<file path="src/hdl/adc_regs.svh">
// constants for the dram cycle controller
// assumes a 25 mhz system clock (40 ns period)
`ifndef ADC_REGS_SVH
`define ADC_REGS_SVH
`define ADC_CLK_NS          40
`define ADC_INIT_PAUSE_NS   200000
`define ADC_INIT_CYCLES     8
`define ADC_REF_WINDOW_NS   8000000
`define ADC_REF_ROWS        512
`define ADC_RAS_MIN_NS      90
`define ADC_PRECHARGE_NS    60
`define ADC_ACCESS_NS       80
`define ADC_OED_NS          8
`define ADC_CBR_SETUP_NS    10
`define ADC_CBR_HOLD_NS     12
`define ADC_DS_NS           0
`endif

</file>
<file path="src/hdl/adc_pkg.sv">
// types for the dram cycle controller
// assumes adc_regs.svh is included where counts are needed
package adc_pkg;
	typedef enum logic [1:0] {
		ADC_OP_READ,
		ADC_OP_WRITE,
		ADC_OP_RMW
	} adc_op_type;
	typedef enum logic [3:0] {
		ADC_ST_PAUSE,
		ADC_ST_INIT,
		ADC_ST_IDLE,
		ADC_ST_ROW,
		ADC_ST_COL,
		ADC_ST_OEGAP,
		ADC_ST_WRITE,
		ADC_ST_END,
		ADC_ST_PRE,
		ADC_ST_CBR_CAS,
		ADC_ST_CBR_RAS
	} adc_state_type;
endpackage

</file>
<file path="src/hdl/adc_ctrl.sv">
// controller driving an asynchronous 256k x 8 dram through its strobes
// assumes pins are synchronous to clk_sys; host request held until ready and its address until the column is taken
`include "adc_regs.svh"
module adc_ctrl #(
	parameter int PAUSE_CYC = (`ADC_INIT_PAUSE_NS + `ADC_CLK_NS - 1) / `ADC_CLK_NS,
	parameter int REF_CYC   = (`ADC_REF_WINDOW_NS / `ADC_REF_ROWS) / `ADC_CLK_NS
) (
	// clock and reset
	input  wire logic                clk_sys,
	input  wire logic                rst,
	// host request
	input  wire logic                req_valid,
	output logic                     req_ready,
	input  wire adc_pkg::adc_op_type req_op,
	input  wire logic [17:0]         req_addr,
	input  wire logic [7:0]          req_wdata,
	input  wire logic                req_page,
	output logic                     rsp_valid,
	output logic [7:0]               rsp_rdata,
	output logic                     init_done,
	// dram pins
	output logic                     ras_n,
	output logic                     cas_n,
	output logic                     we_n,
	output logic                     oe_n,
	output logic [8:0]               dram_addr,
	input  wire logic [7:0]          dq_in,
	output logic [7:0]               dq_out,
	output logic                     dq_oe
);
	import adc_pkg::*;

	function automatic logic [7:0] ns2cyc(input int ns);
		int c;
		c = (ns + `ADC_CLK_NS - 1) / `ADC_CLK_NS;
		if (c < 1)
			c = 1;
		return c[7:0];
	endfunction

	localparam logic [7:0] RAS_CYC = ns2cyc(`ADC_RAS_MIN_NS);
	localparam logic [7:0] PRE_CYC = ns2cyc(`ADC_PRECHARGE_NS);
	localparam logic [7:0] ACC_CYC = ns2cyc(`ADC_ACCESS_NS);
	localparam logic [7:0] OED_CYC = ns2cyc(`ADC_OED_NS);
	localparam logic [7:0] CBS_CYC = ns2cyc(`ADC_CBR_SETUP_NS);
	localparam logic [7:0] CBH_CYC = ns2cyc(`ADC_CBR_HOLD_NS);

	initial begin
		if (PAUSE_CYC < 1 || PAUSE_CYC > 262143 || REF_CYC < 16 || REF_CYC > 65535)
			$error("adc_ctrl: timing parameter out of range");
	end

	typedef struct packed {
		adc_state_type st;
		logic [17:0]   wait_c;
		logic [15:0]   ref_c;
		logic          ref_due;
		logic [3:0]    init_c;
		logic [7:0]    ras_c;
		logic          ras_n;
		logic          cas_n;
		logic          we_n;
		logic          oe_n;
		logic [8:0]    addr;
		logic [8:0]    row;
		logic [7:0]    dq_out;
		logic          dq_oe;
		adc_op_type    op;
		logic [7:0]    wdata;
		logic          rsp_valid;
		logic [7:0]    rdata;
		logic          init_done;
	} adc_state_reg_type;

	adc_state_reg_type s_q;
	adc_state_reg_type s_d;

	logic take;
	logic same_row;

	assign same_row  = req_addr[17:9] == s_q.row;
	assign req_ready = s_q.init_done && !s_q.ref_due &&
		((s_q.st == ADC_ST_IDLE) || (s_q.st == ADC_ST_END && same_row && req_page));
	assign take      = req_valid && req_ready;

	always_comb begin
		s_d = s_q;
		s_d.rsp_valid = 1'b0;
		if (s_q.wait_c != '0)
			s_d.wait_c = s_q.wait_c - 18'd1;
		if (s_q.ras_c != '0)
			s_d.ras_c = s_q.ras_c - 8'd1;
		// -----------------------------------------------
		// refresh interval
		// -----------------------------------------------
		// one row due every window/512
		if (s_q.ref_c == 16'(REF_CYC - 1)) begin
			s_d.ref_c = '0;
			s_d.ref_due = 1'b1;
		end else begin
			s_d.ref_c = s_q.ref_c + 16'd1;
		end
		// -----------------------------------------------
		// cycle sequencer
		// -----------------------------------------------
		case (s_q.st)
			ADC_ST_PAUSE: begin
				s_d.ras_n = 1'b1;
				s_d.cas_n = 1'b1;
				if (s_q.wait_c == '0)
					s_d.st = ADC_ST_PRE;
			end
			ADC_ST_IDLE: begin
				if (s_q.ref_due) begin
					// cas falls first for strobe-order refresh
					// a new due tick in this same cycle must not be lost
					s_d.ref_due = (s_q.ref_c == 16'(REF_CYC - 1));
					s_d.cas_n = 1'b0;
					s_d.ras_c = CBS_CYC;
					s_d.st = ADC_ST_CBR_CAS;
				end else if (take) begin
					s_d.addr = req_addr[17:9];
					s_d.row = req_addr[17:9];
					s_d.op = req_op;
					s_d.wdata = req_wdata;
					s_d.ras_n = 1'b0;
					s_d.ras_c = RAS_CYC;
					s_d.wait_c = 18'd1;
					s_d.st = ADC_ST_ROW;
				end
			end
			ADC_ST_ROW: begin
				if (s_q.wait_c == '0) begin
					// column flows through before cas falls
					s_d.addr = req_addr[8:0] & 9'h1ff;
					s_d.st = ADC_ST_COL;
					s_d.wait_c = 18'(ACC_CYC);
					if (s_q.op == ADC_OP_WRITE) begin
						// early write: we low before cas
						s_d.we_n = 1'b0;
						s_d.oe_n = 1'b1;
						s_d.dq_out = s_q.wdata;
						s_d.dq_oe = 1'b1;
						s_d.st = ADC_ST_WRITE;
						s_d.wait_c = 18'd1;
					end else begin
						s_d.we_n = 1'b1;
						s_d.oe_n = 1'b0;
					end
				end
			end
			ADC_ST_COL: begin
				s_d.cas_n = 1'b0;
				if (s_q.wait_c == '0) begin
					// read data sampled after access time
					s_d.rdata = dq_in;
					if (s_q.op == ADC_OP_RMW) begin
						s_d.oe_n = 1'b1;
						s_d.wait_c = 18'(OED_CYC);
						s_d.st = ADC_ST_OEGAP;
					end else begin
						s_d.rsp_valid = 1'b1;
						s_d.st = ADC_ST_END;
					end
				end
			end
			ADC_ST_OEGAP: begin
				if (s_q.wait_c == '0) begin
					if (!s_q.dq_oe) begin
						s_d.dq_out = s_q.wdata;
						s_d.dq_oe = 1'b1;
					end else begin
						// data settled a cycle before we falls
						s_d.we_n = 1'b0;
						s_d.wait_c = 18'd1;
						s_d.st = ADC_ST_WRITE;
					end
				end
			end
			ADC_ST_WRITE: begin
				s_d.cas_n = 1'b0;
				if (s_q.wait_c == '0) begin
					s_d.rsp_valid = 1'b1;
					s_d.st = ADC_ST_END;
				end
			end
			ADC_ST_END: begin
				s_d.cas_n = 1'b1;
				s_d.we_n = 1'b1;
				s_d.dq_oe = 1'b0;
				if (take) begin
					s_d.op = req_op;
					s_d.wdata = req_wdata;
					s_d.wait_c = '0;
					s_d.st = ADC_ST_ROW;
				end else if (s_q.ras_c == '0 && s_q.cas_n) begin
					s_d.ras_n = 1'b1;
					s_d.oe_n = 1'b1;
					s_d.wait_c = 18'(PRE_CYC);
					s_d.st = ADC_ST_PRE;
				end
			end
			ADC_ST_PRE: begin
				s_d.ras_n = 1'b1;
				s_d.cas_n = 1'b1;
				if (s_q.wait_c == '0) begin
					if (!s_q.init_done) begin
						s_d.st = ADC_ST_INIT;
					end else begin
						s_d.st = ADC_ST_IDLE;
					end
				end
			end
			ADC_ST_INIT: begin
				if (s_q.init_c == 4'(`ADC_INIT_CYCLES)) begin
					s_d.init_done = 1'b1;
					s_d.st = ADC_ST_IDLE;
				end else begin
					s_d.init_c = s_q.init_c + 4'd1;
					s_d.cas_n = 1'b0;
					s_d.ras_c = CBS_CYC;
					s_d.st = ADC_ST_CBR_CAS;
				end
			end
			ADC_ST_CBR_CAS: begin
				if (s_q.ras_c == '0) begin
					// address left idle, device counter used
					s_d.ras_n = 1'b0;
					s_d.we_n = 1'b1;
					s_d.ras_c = RAS_CYC;
					s_d.wait_c = 18'(CBH_CYC);
					s_d.st = ADC_ST_CBR_RAS;
				end
			end
			ADC_ST_CBR_RAS: begin
				if (s_q.wait_c == '0)
					s_d.cas_n = 1'b1;
				if (s_q.ras_c == '0 && s_d.cas_n) begin
					// previous read data kept in rdata
					s_d.ras_n = 1'b1;
					s_d.wait_c = 18'(PRE_CYC);
					s_d.st = ADC_ST_PRE;
				end
			end
			default: begin
				s_d.st = ADC_ST_PRE;
			end
		endcase
	end

	always_ff @(posedge clk_sys) begin
		if (rst) begin
			s_q <= '0;
			s_q.st <= ADC_ST_PAUSE;
			s_q.wait_c <= 18'(PAUSE_CYC);
			s_q.ras_n <= 1'b1;
			s_q.cas_n <= 1'b1;
			s_q.we_n <= 1'b1;
			s_q.oe_n <= 1'b1;
		end else begin
			s_q <= s_d;
		end
	end

	assign ras_n     = s_q.ras_n;
	assign cas_n     = s_q.cas_n;
	assign we_n      = s_q.we_n;
	assign oe_n      = s_q.oe_n;
	assign dram_addr = s_q.addr;
	assign dq_out    = s_q.dq_out;
	assign dq_oe     = s_q.dq_oe;
	assign rsp_valid = s_q.rsp_valid;
	assign rsp_rdata = s_q.rdata;
	assign init_done = s_q.init_done;
endmodule

</file>
<file path="config.mk">
export PLATFORM = sky130hd
export DESIGN_NAME = adc_ctrl
export DESIGN_NICKNAME = d
export VERILOG_FILES = /design/src/hdl/adc_pkg.sv /design/src/hdl/adc_ctrl.sv
export VERILOG_INCLUDE_DIRS = /design/src /design/src/hdl
export SDC_FILE = /design/constraint.sdc
export NUM_CORES = 1
export LEC_CHECK = 0
export BUFFER_PORTS_ARGS = -buffer_cell sky130_fd_sc_hd__clkbuf_2
export CORE_UTILIZATION = 45
export DETAILED_ROUTE_END_ITERATION = 6
export GPL_TIMING_DRIVEN = 0
export SYNTH_ARGS = -nofsm -noshare
export SYNTH_HDL_FRONTEND = slang
export SYNTH_SLANG_ARGS = --single-unit
</file>
<file path="constraint.sdc">
create_clock -name clk_sys -period 2.92 [get_ports clk_sys]
set_input_delay 0 -clock clk_sys [delete_from_list [all_inputs] [get_ports clk_sys]]
set_output_delay 0 -clock clk_sys [all_outputs]
set_load 0.02 [all_outputs]
</file>
==> metrics.cfg, run 1 <==
[power_and_ir_drop]
p_leak_nw = 2.53
combPwrFrac = 0.161
p_int_mw = 2.39
max-vdd-ir-drop_mv = 0.305
swShare = 0.277
power_density_nw_per_um2 = 503
p_switching_uw = 915
seqPwrFrac = 0.464
power_frac_clock = 0.375

[setup_path]
crit_path_max_fanout = 10
startpoint_type = register
r2r_start = s_q[51]
worst_r2r_path_depth = 9
worst_ep_required_time_ps = 3130
crit_arrival_ps = 2890
crit_type = register to register
worst_r2r_endpoint = s_q[88]
cp-end-kind = register
r2r_slack_ps = 240

[finish]
multi_input_area_um2 = 2960
nets = 819
antennaDiodeCount = 0
regArea_um2 = 2040
design_area_um2 = 6560
syn_to_final_growth_pct = 21.5
drive_gt1_frac = 0.178
nFillCells = 1108

[timing]
tightest_slew_ps = 891
period_share = 0.919
tns_ps = 0
finalSetupViolCount = 0
finalHoldViolCount = 0
clock_skew_ps = 6.93
period_minus_slack_ps = 2680
slew_viol_final = 0
fmax_ghz = 0.373
hold_slack_ps = 14.1
fin_ws_ps = 237
rsz0062_at_grt = no
relSlewSlack = 0.401

[global_routing]
antenna_found_initial = 0
track_usage = 0.247
first_global_vias = 4930
grt-ovfl-total = 0
grt_max_degree = 19
grt_pass1_wl_um = 24400

[worst_hold_path]
hold_class = input pin to register
hold_path.startpoint = req_addr[2]
min_to = dram_addr[2]
min_path_cells = 3

[clock_tree]
numCtsBuffers = 9
htree_levels = 3
clk_latency_ps = 360
postCtsSetupBuffers = 0
clockBufferDepth = 2
cts-resized-gates = 0
cts_tree = built
cts_hold_buffers = 32
cts.clk_slew.worst_paths_ps = 70
root_buffer = clkbuf_16
clock-sinks = 102

[logic_synthesis]
yosysTopAreaCell = dfxtp_1
netlist_area_um2 = 5400
yosysSeqAreaShare = 0.378
syn_nets = 705
synth_edf_count = 0
postSynth.asyncResetShare = 0
ys_seq_elements = 102
syn_inst = 657
synth_area_per_cell_um2 = 8.21
yosysWarnings = 0
synth_area_leaders = dfxtp_1, nor2_1, nand2_1, a21oi_1, mux2i_1
synth_ff_type = dfxtp_1
yosysUniqueCellTypes = 69
synth_top_area_frac = 0.378

[floorplan]
dieHeight_um = 112
dieArea_um2 = 12400
die_w_um = 112
core_um2 = 11600
core.rowCount = 39
pin_count = 73
start_util = 0.467

[placed_design]
place_area_um2 = 5930
io_buffers = 71
dpl.hpwl_um = 10600
place_ws_ps = 291
gp_congestion = 0.943

[routing]
vias_per_cell = 5.54
ant_nets = 0
wirelength_um = 14700
routed.top_layer = met4
drt_first_iter_violations = 483
drc = 6
num_vias = 5088
wl_met1_um = 6780
routedWlPerCell_um = 16.0
first_pass_iters = 7
route.met2.wl_um = 6720
met3WireLength_um = 770

[flow_run]
cap_violations = 0

[status]
violations = DRC
outcome = finished, violations left

[logic make-up (layout without fill, tap and decap cells)]
kind of cell,count (synthesis),in the layout,synth area share
xor gates and xnor gates,46,46,0.0747
muxes,22,22,0.0408
DFF,102,102,0.378
adders and majority gates,8,8,0.0185
AOI/OAI and AO/OA,133,133,0.161
buffers and inverters,75,194,0.0730
and+or+nand+nor,271,271,0.253
[Yosys cell counts, types with 6 or more instances]
library cell / n
clkbuf_1: 21
o21ai_0: 24
xnor2_1: 23
a21oi_1: 47
nor2_1: 85
dfxtp_1: 102
nor3_1: 26
nand2_1: 68
buf_2: 8
ha_1: 8
a221oi_1: 10
buf_4: 27
or3_1: 7
inv_1: 14
o211ai_1: 6
xor2_1: 23
mux2i_1: 22
nand3_1: 22
nand4_1: 8
nor4_1: 8
[metal layers]
| layer | vias up | GRT usage |
|---|---|---|
| met5 | - | 0 |
| met4 | 0 | 0.105 |
| met3 | 29 | 0.0577 |
| met2 | 159 | 0.390 |
| met1 | 2375 | 0.322 |
| li1 | 2525 | - |
[cell type report]
| class | instances | area share |
|---|---|---|
| Inverter | 15 | 0.00859 |
| Tap cell | 143 | 0.0273 |
| Buffer | 60 | 0.0515 |
| Clock inverter | 7 | 0.0122 |
| Clock buffer | 9 | 0.0344 |
| Sequential cell | 102 | 0.311 |
| Multi-Input combinational cell | 480 | 0.452 |
| Timing Repair Buffer | 103 | 0.103 |
[critical path, cell delays in order (launching register included)]
cell	delay, ps
dfxtp_1	330
inv_1	80
ha_1	220
nor4b_1	380
and2_1	180
clkbuf_1	350
a21oi_1	170
a211o_1	420
nor2_2	280
o21ai_0	130
[how the worst max path moves through the flow]
| stage | from | end | slack (ps) | cells past startpoint |
|---|---|---|---|---|
| finish | s_q[51] | s_q[88] | 240 | 9 |
| global route | s_q[51] | s_q[83] | 10 | 9 |
| CTS | s_q[51] | s_q[91] | 260 | 9 |
| detailed placement | s_q[51] | s_q[89] | 290 | 9 |
| global placement | s_q[98] | s_q[88] | 350 | 7 |
| floorplan | init_done | s_q[82] | 700 | 6 |
[flip-flops by register name, summed over array words and instances (netlist names), 8 cells and up]
register	count
dq_out	8
rsp_rdata	8
dram_addr	9
s_q	70
[power by group through the flow]
| stage | combinational [mW] | sequential [mW] | clock, mW |
|---|---|---|---|
| after global placement | 0.477 | 1.56 | 0 |
| after global routing | 0.601 | 1.54 | 1.33 |
| after floorplan | 0.378 | 1.55 | 0 |
| final | 0.531 | 1.53 | 1.24 |
| after CTS | 0.531 | 1.53 | 1.27 |
| after detailed placement | 0.495 | 1.56 | 0 |
[per-stage QoR]
stage,utilization,std cells,total power [mW]
floorplan,-,657,1.93
global placement,0.513,871,2.03
detailed placement,0.513,871,2.06
CTS,0.567,919,3.33
global route,0.567,919,3.47
finish,0.567,919,3.30
[cells in the final DEF (no fill, tap or decap), types with 4 or more instances in the layout]
cell	count
a211oi_1	5
a21oi_1	47
a221oi_1	10
and3_1	4
and3b_1	4
buf_2	8
buf_4	27
clkbuf_1	21
clkbuf_16	9
clkbuf_2	72
dfxtp_1	102
dlygate4sd3_1	32
ha_1	8
inv_1	14
mux2i_1	22
nand2_1	68
nand2b_1	4
nand3_1	22
nand3b_1	5
nand4_1	8
nor2_1	85
nor3_1	26
nor4_1	8
o211ai_1	6
o21ai_0	24
o22ai_1	5
or3_1	7
xnor2_1	23
xor2_1	23
Power figures use the tool's default switching activity.
==> run 2: changes to the inputs <==
Settings changed: CORE_ASPECT_RATIO set to 1.4.
==> run 2 against run 1 <==
Compared with the run above:
- the run now ends clean
- flip-flop and latch count did not move
- routed wire length rose by 0.65%
- worst hold slack got worse by 6.7 ps
- combinational power rose by 0.9%
- largest power group unchanged
- highest routed layer unchanged
- clock power is essentially flat
- setup slack worse by 59 ps
- die area barely moved
- fmax shrank 2.1%
- total power about the same
- sequential power about the same
==> metrics.cfg, run 2 (synthesized netlist as in run 1, its figures left out) <==
[status]
outcome = completed  ; was finished, violations left

[routing]
route.met2.wl_um = 7280  ; was 6720 um
ant_nets = 0  ; unchanged
wirelength_um = 14800  ; was 14700 um
routed.top_layer = met4  ; unchanged
first_pass_iters = 6  ; was 7
met3WireLength_um = 602  ; was 770 um
drt_first_iter_violations = 306  ; was 483
num_vias = 5174  ; was 5088
vias_per_cell = 5.61  ; was 5.54
drc = 0  ; was 6
wl_met1_um = 6130  ; was 6780 um
routedWlPerCell_um = 16.0  ; about the same

[timing]
rsz0062_at_grt = no  ; unchanged
period_share = 0.939  ; was 0.919
tns_ps = 0  ; unchanged
clock_skew_ps = 9.20  ; was 6.93 ps
relSlewSlack = 0.262  ; was 0.401
tightest_slew_ps = 1090  ; was 891 ps
finalHoldViolCount = 0  ; unchanged
slew_viol_final = 0  ; unchanged
period_minus_slack_ps = 2740  ; was 2680 ps
fmax_ghz = 0.365  ; was 0.373 GHz
finalSetupViolCount = 0  ; unchanged

[finish]
nFillCells = 1169  ; was 1108
top_register = s_q  ; unchanged
final_cells = 923  ; was 919
syn_to_final_growth_pct = 21.6  ; was 21.5%
drive_gt1_frac = 0.177  ; was 0.178
final_common_cell = dfxtp_1  ; unchanged
final_cell_mix = dfxtp_1, nor2_1, clkbuf_2  ; unchanged
nets = 819  ; unchanged
largest_reg_flops = 70  ; unchanged
postLayoutCoreUtil = 0.558  ; was 0.567
antennaDiodeCount = 0  ; unchanged

[clock_tree]
numCtsBuffers = 9  ; unchanged
root_buffer = clkbuf_16  ; unchanged
clockBufferDepth = 2  ; unchanged
cts.clk_slew.worst_paths_ps = 70  ; about the same
clock-sinks = 102  ; unchanged
cts-resized-gates = 0  ; unchanged
cts_tree = built  ; unchanged
htree_levels = 3  ; unchanged
clk_latency_ps = 350  ; was 360 ps
postCtsSetupBuffers = 0  ; unchanged

[floorplan]
start_util = 0.459  ; was 0.467
core_um2 = 11800  ; was 11600 um^2
core.rowCount = 47  ; was 39
pin_count = 73  ; unchanged
dieHeight_um = 132  ; was 112 um
die_w_um = 94.6  ; was 112 um
dieArea_um2 = 12400  ; about the same

[flow_run]
cap_violations = 0  ; unchanged

[setup_path]
startpoint_type = register  ; unchanged
worst_ep_required_time_ps = 3180  ; was 3130 ps
cp-end-kind = register  ; unchanged
slowest_stage = nor4bb_1  ; was a211o_1
crit_path_max_fanout = 10  ; unchanged
crit_arrival_ps = 3000  ; was 2890 ps
crit_type = register to register  ; unchanged
cpPeakStageDelay_ps = 920  ; was 420 ps
path_cells = clkbuf_1 -> nor4bb_1 -> a21oi_1 -> nand3b_1 -> o211ai_1 -> a21oi_1  ; was inv_1 -> ha_1 -> nor4b_1 -> and2_1 -> clkbuf_1 -> a21oi_1 -> a211o_1 -> nor2_2 -> o21ai_0
crit_path_frequent_cell = a21oi_1

[global_routing]
antenna_found_initial = 0  ; unchanged
grt_pass1_wl_um = 23400  ; was 24400 um
grt_max_degree = 19  ; unchanged
grt-ovfl-total = 0  ; unchanged
track_usage = 0.243  ; was 0.247
first_global_vias = 4774  ; was 4930

[power_and_ir_drop]
power_density_nw_per_um2 = 503  ; about the same
finalPower_mw = 3.30  ; about the same
max-vdd-ir-drop_mv = 0.301  ; was 0.305 mV
p_leak_nw = 2.53  ; about the same

[worst_hold_path]
hold_class = input pin to register  ; unchanged

[placed_design]
dpl.hpwl_um = 11100  ; was 10600 um
gp_congestion = 0.912  ; was 0.943
io_buffers = 71  ; unchanged
place_inst = 875  ; was 871

-- run 2: cell count changes in the layout (fill, tap and decap cells not counted) --
cell	change
clkinv_4	+1
clkinv_2	-1
clkinvlp_4	-1
clkbuf_1	+1
-- run 2: what timing repair did --
item | in CTS | in global routing
setup endpoints to repair | 0 | 0
endpoints found under the hold margin | 32 | 0
hold buffers | 32 | 0
-- run 2: where the power goes --
group	switching, mW	internal, mW
Combinational	0.288	0.248
Sequential	0.0703	1.46
Clock	0.551	0.680
-- run 2: final timing paths --
kind         depth (start not counted)           end  slack [ps]    startpoint
max                                  6       s_q[99]         180      s_q[101]
min                                  3  dram_addr[1]           7   req_addr[1]
max reg2reg                          6       s_q[99]         180      s_q[101]
min reg2reg                          2  rsp_rdata[4]         450  rsp_rdata[4]
-- run 2: worst max-delay path, delay by kind of cell, from the launching register on --
family                 cells  cell delay [ps]
buffers and inverters      1              390
flip-flops                 1              400
AND/OR/NAND/NOR            2             1110
AO/OA/AOI/OAI              3              750
-- run 2: cell type report --
| cell class | count | area, um^2 | share of cell area |
|---|---|---|---|
| well taps | 147 | 184 | 0.0280 |
| inverters | 15 | 56.3 | 0.00858 |
| plain buffers | 60 | 338 | 0.0515 |
| clock buffers | 10 | 229 | 0.0349 |
| repair buffers | 103 | 676 | 0.103 |
| flip-flops and latches | 102 | 2040 | 0.311 |
| clock inverters | 6 | 76.3 | 0.0116 |
| multi-input cells | 480 | 2960 | 0.451 |
-- run 2: per-layer routing --
| metal | track usage | vias up |
|---|---|---|
| met1 | 0.289 | 2398 |
| met3 | 0.0388 | 55 |
| met4 | 0.137 | 0 |
| met5 | 0 | - |
| li1 | - | 2533 |
| met2 | 0.408 | 188 |
-- run 2: per-stage QoR --
| stage | area [um^2] | hold slack [ps] | setup slack (ps) |
|---|---|---|---|
| 3_3_place_gp | 5940 | 230 | 348 |
| 3_5_place_dp | 5940 | 234 | 303 |
| 4_1_cts | 6560 | 6.09 | 276 |
| 6_report | 6560 | 7.40 | 179 |
| 5_1_grt | 6560 | 13.9 | 67.2 |
| 2_1_floorplan | 5400 | 136 | 704 |
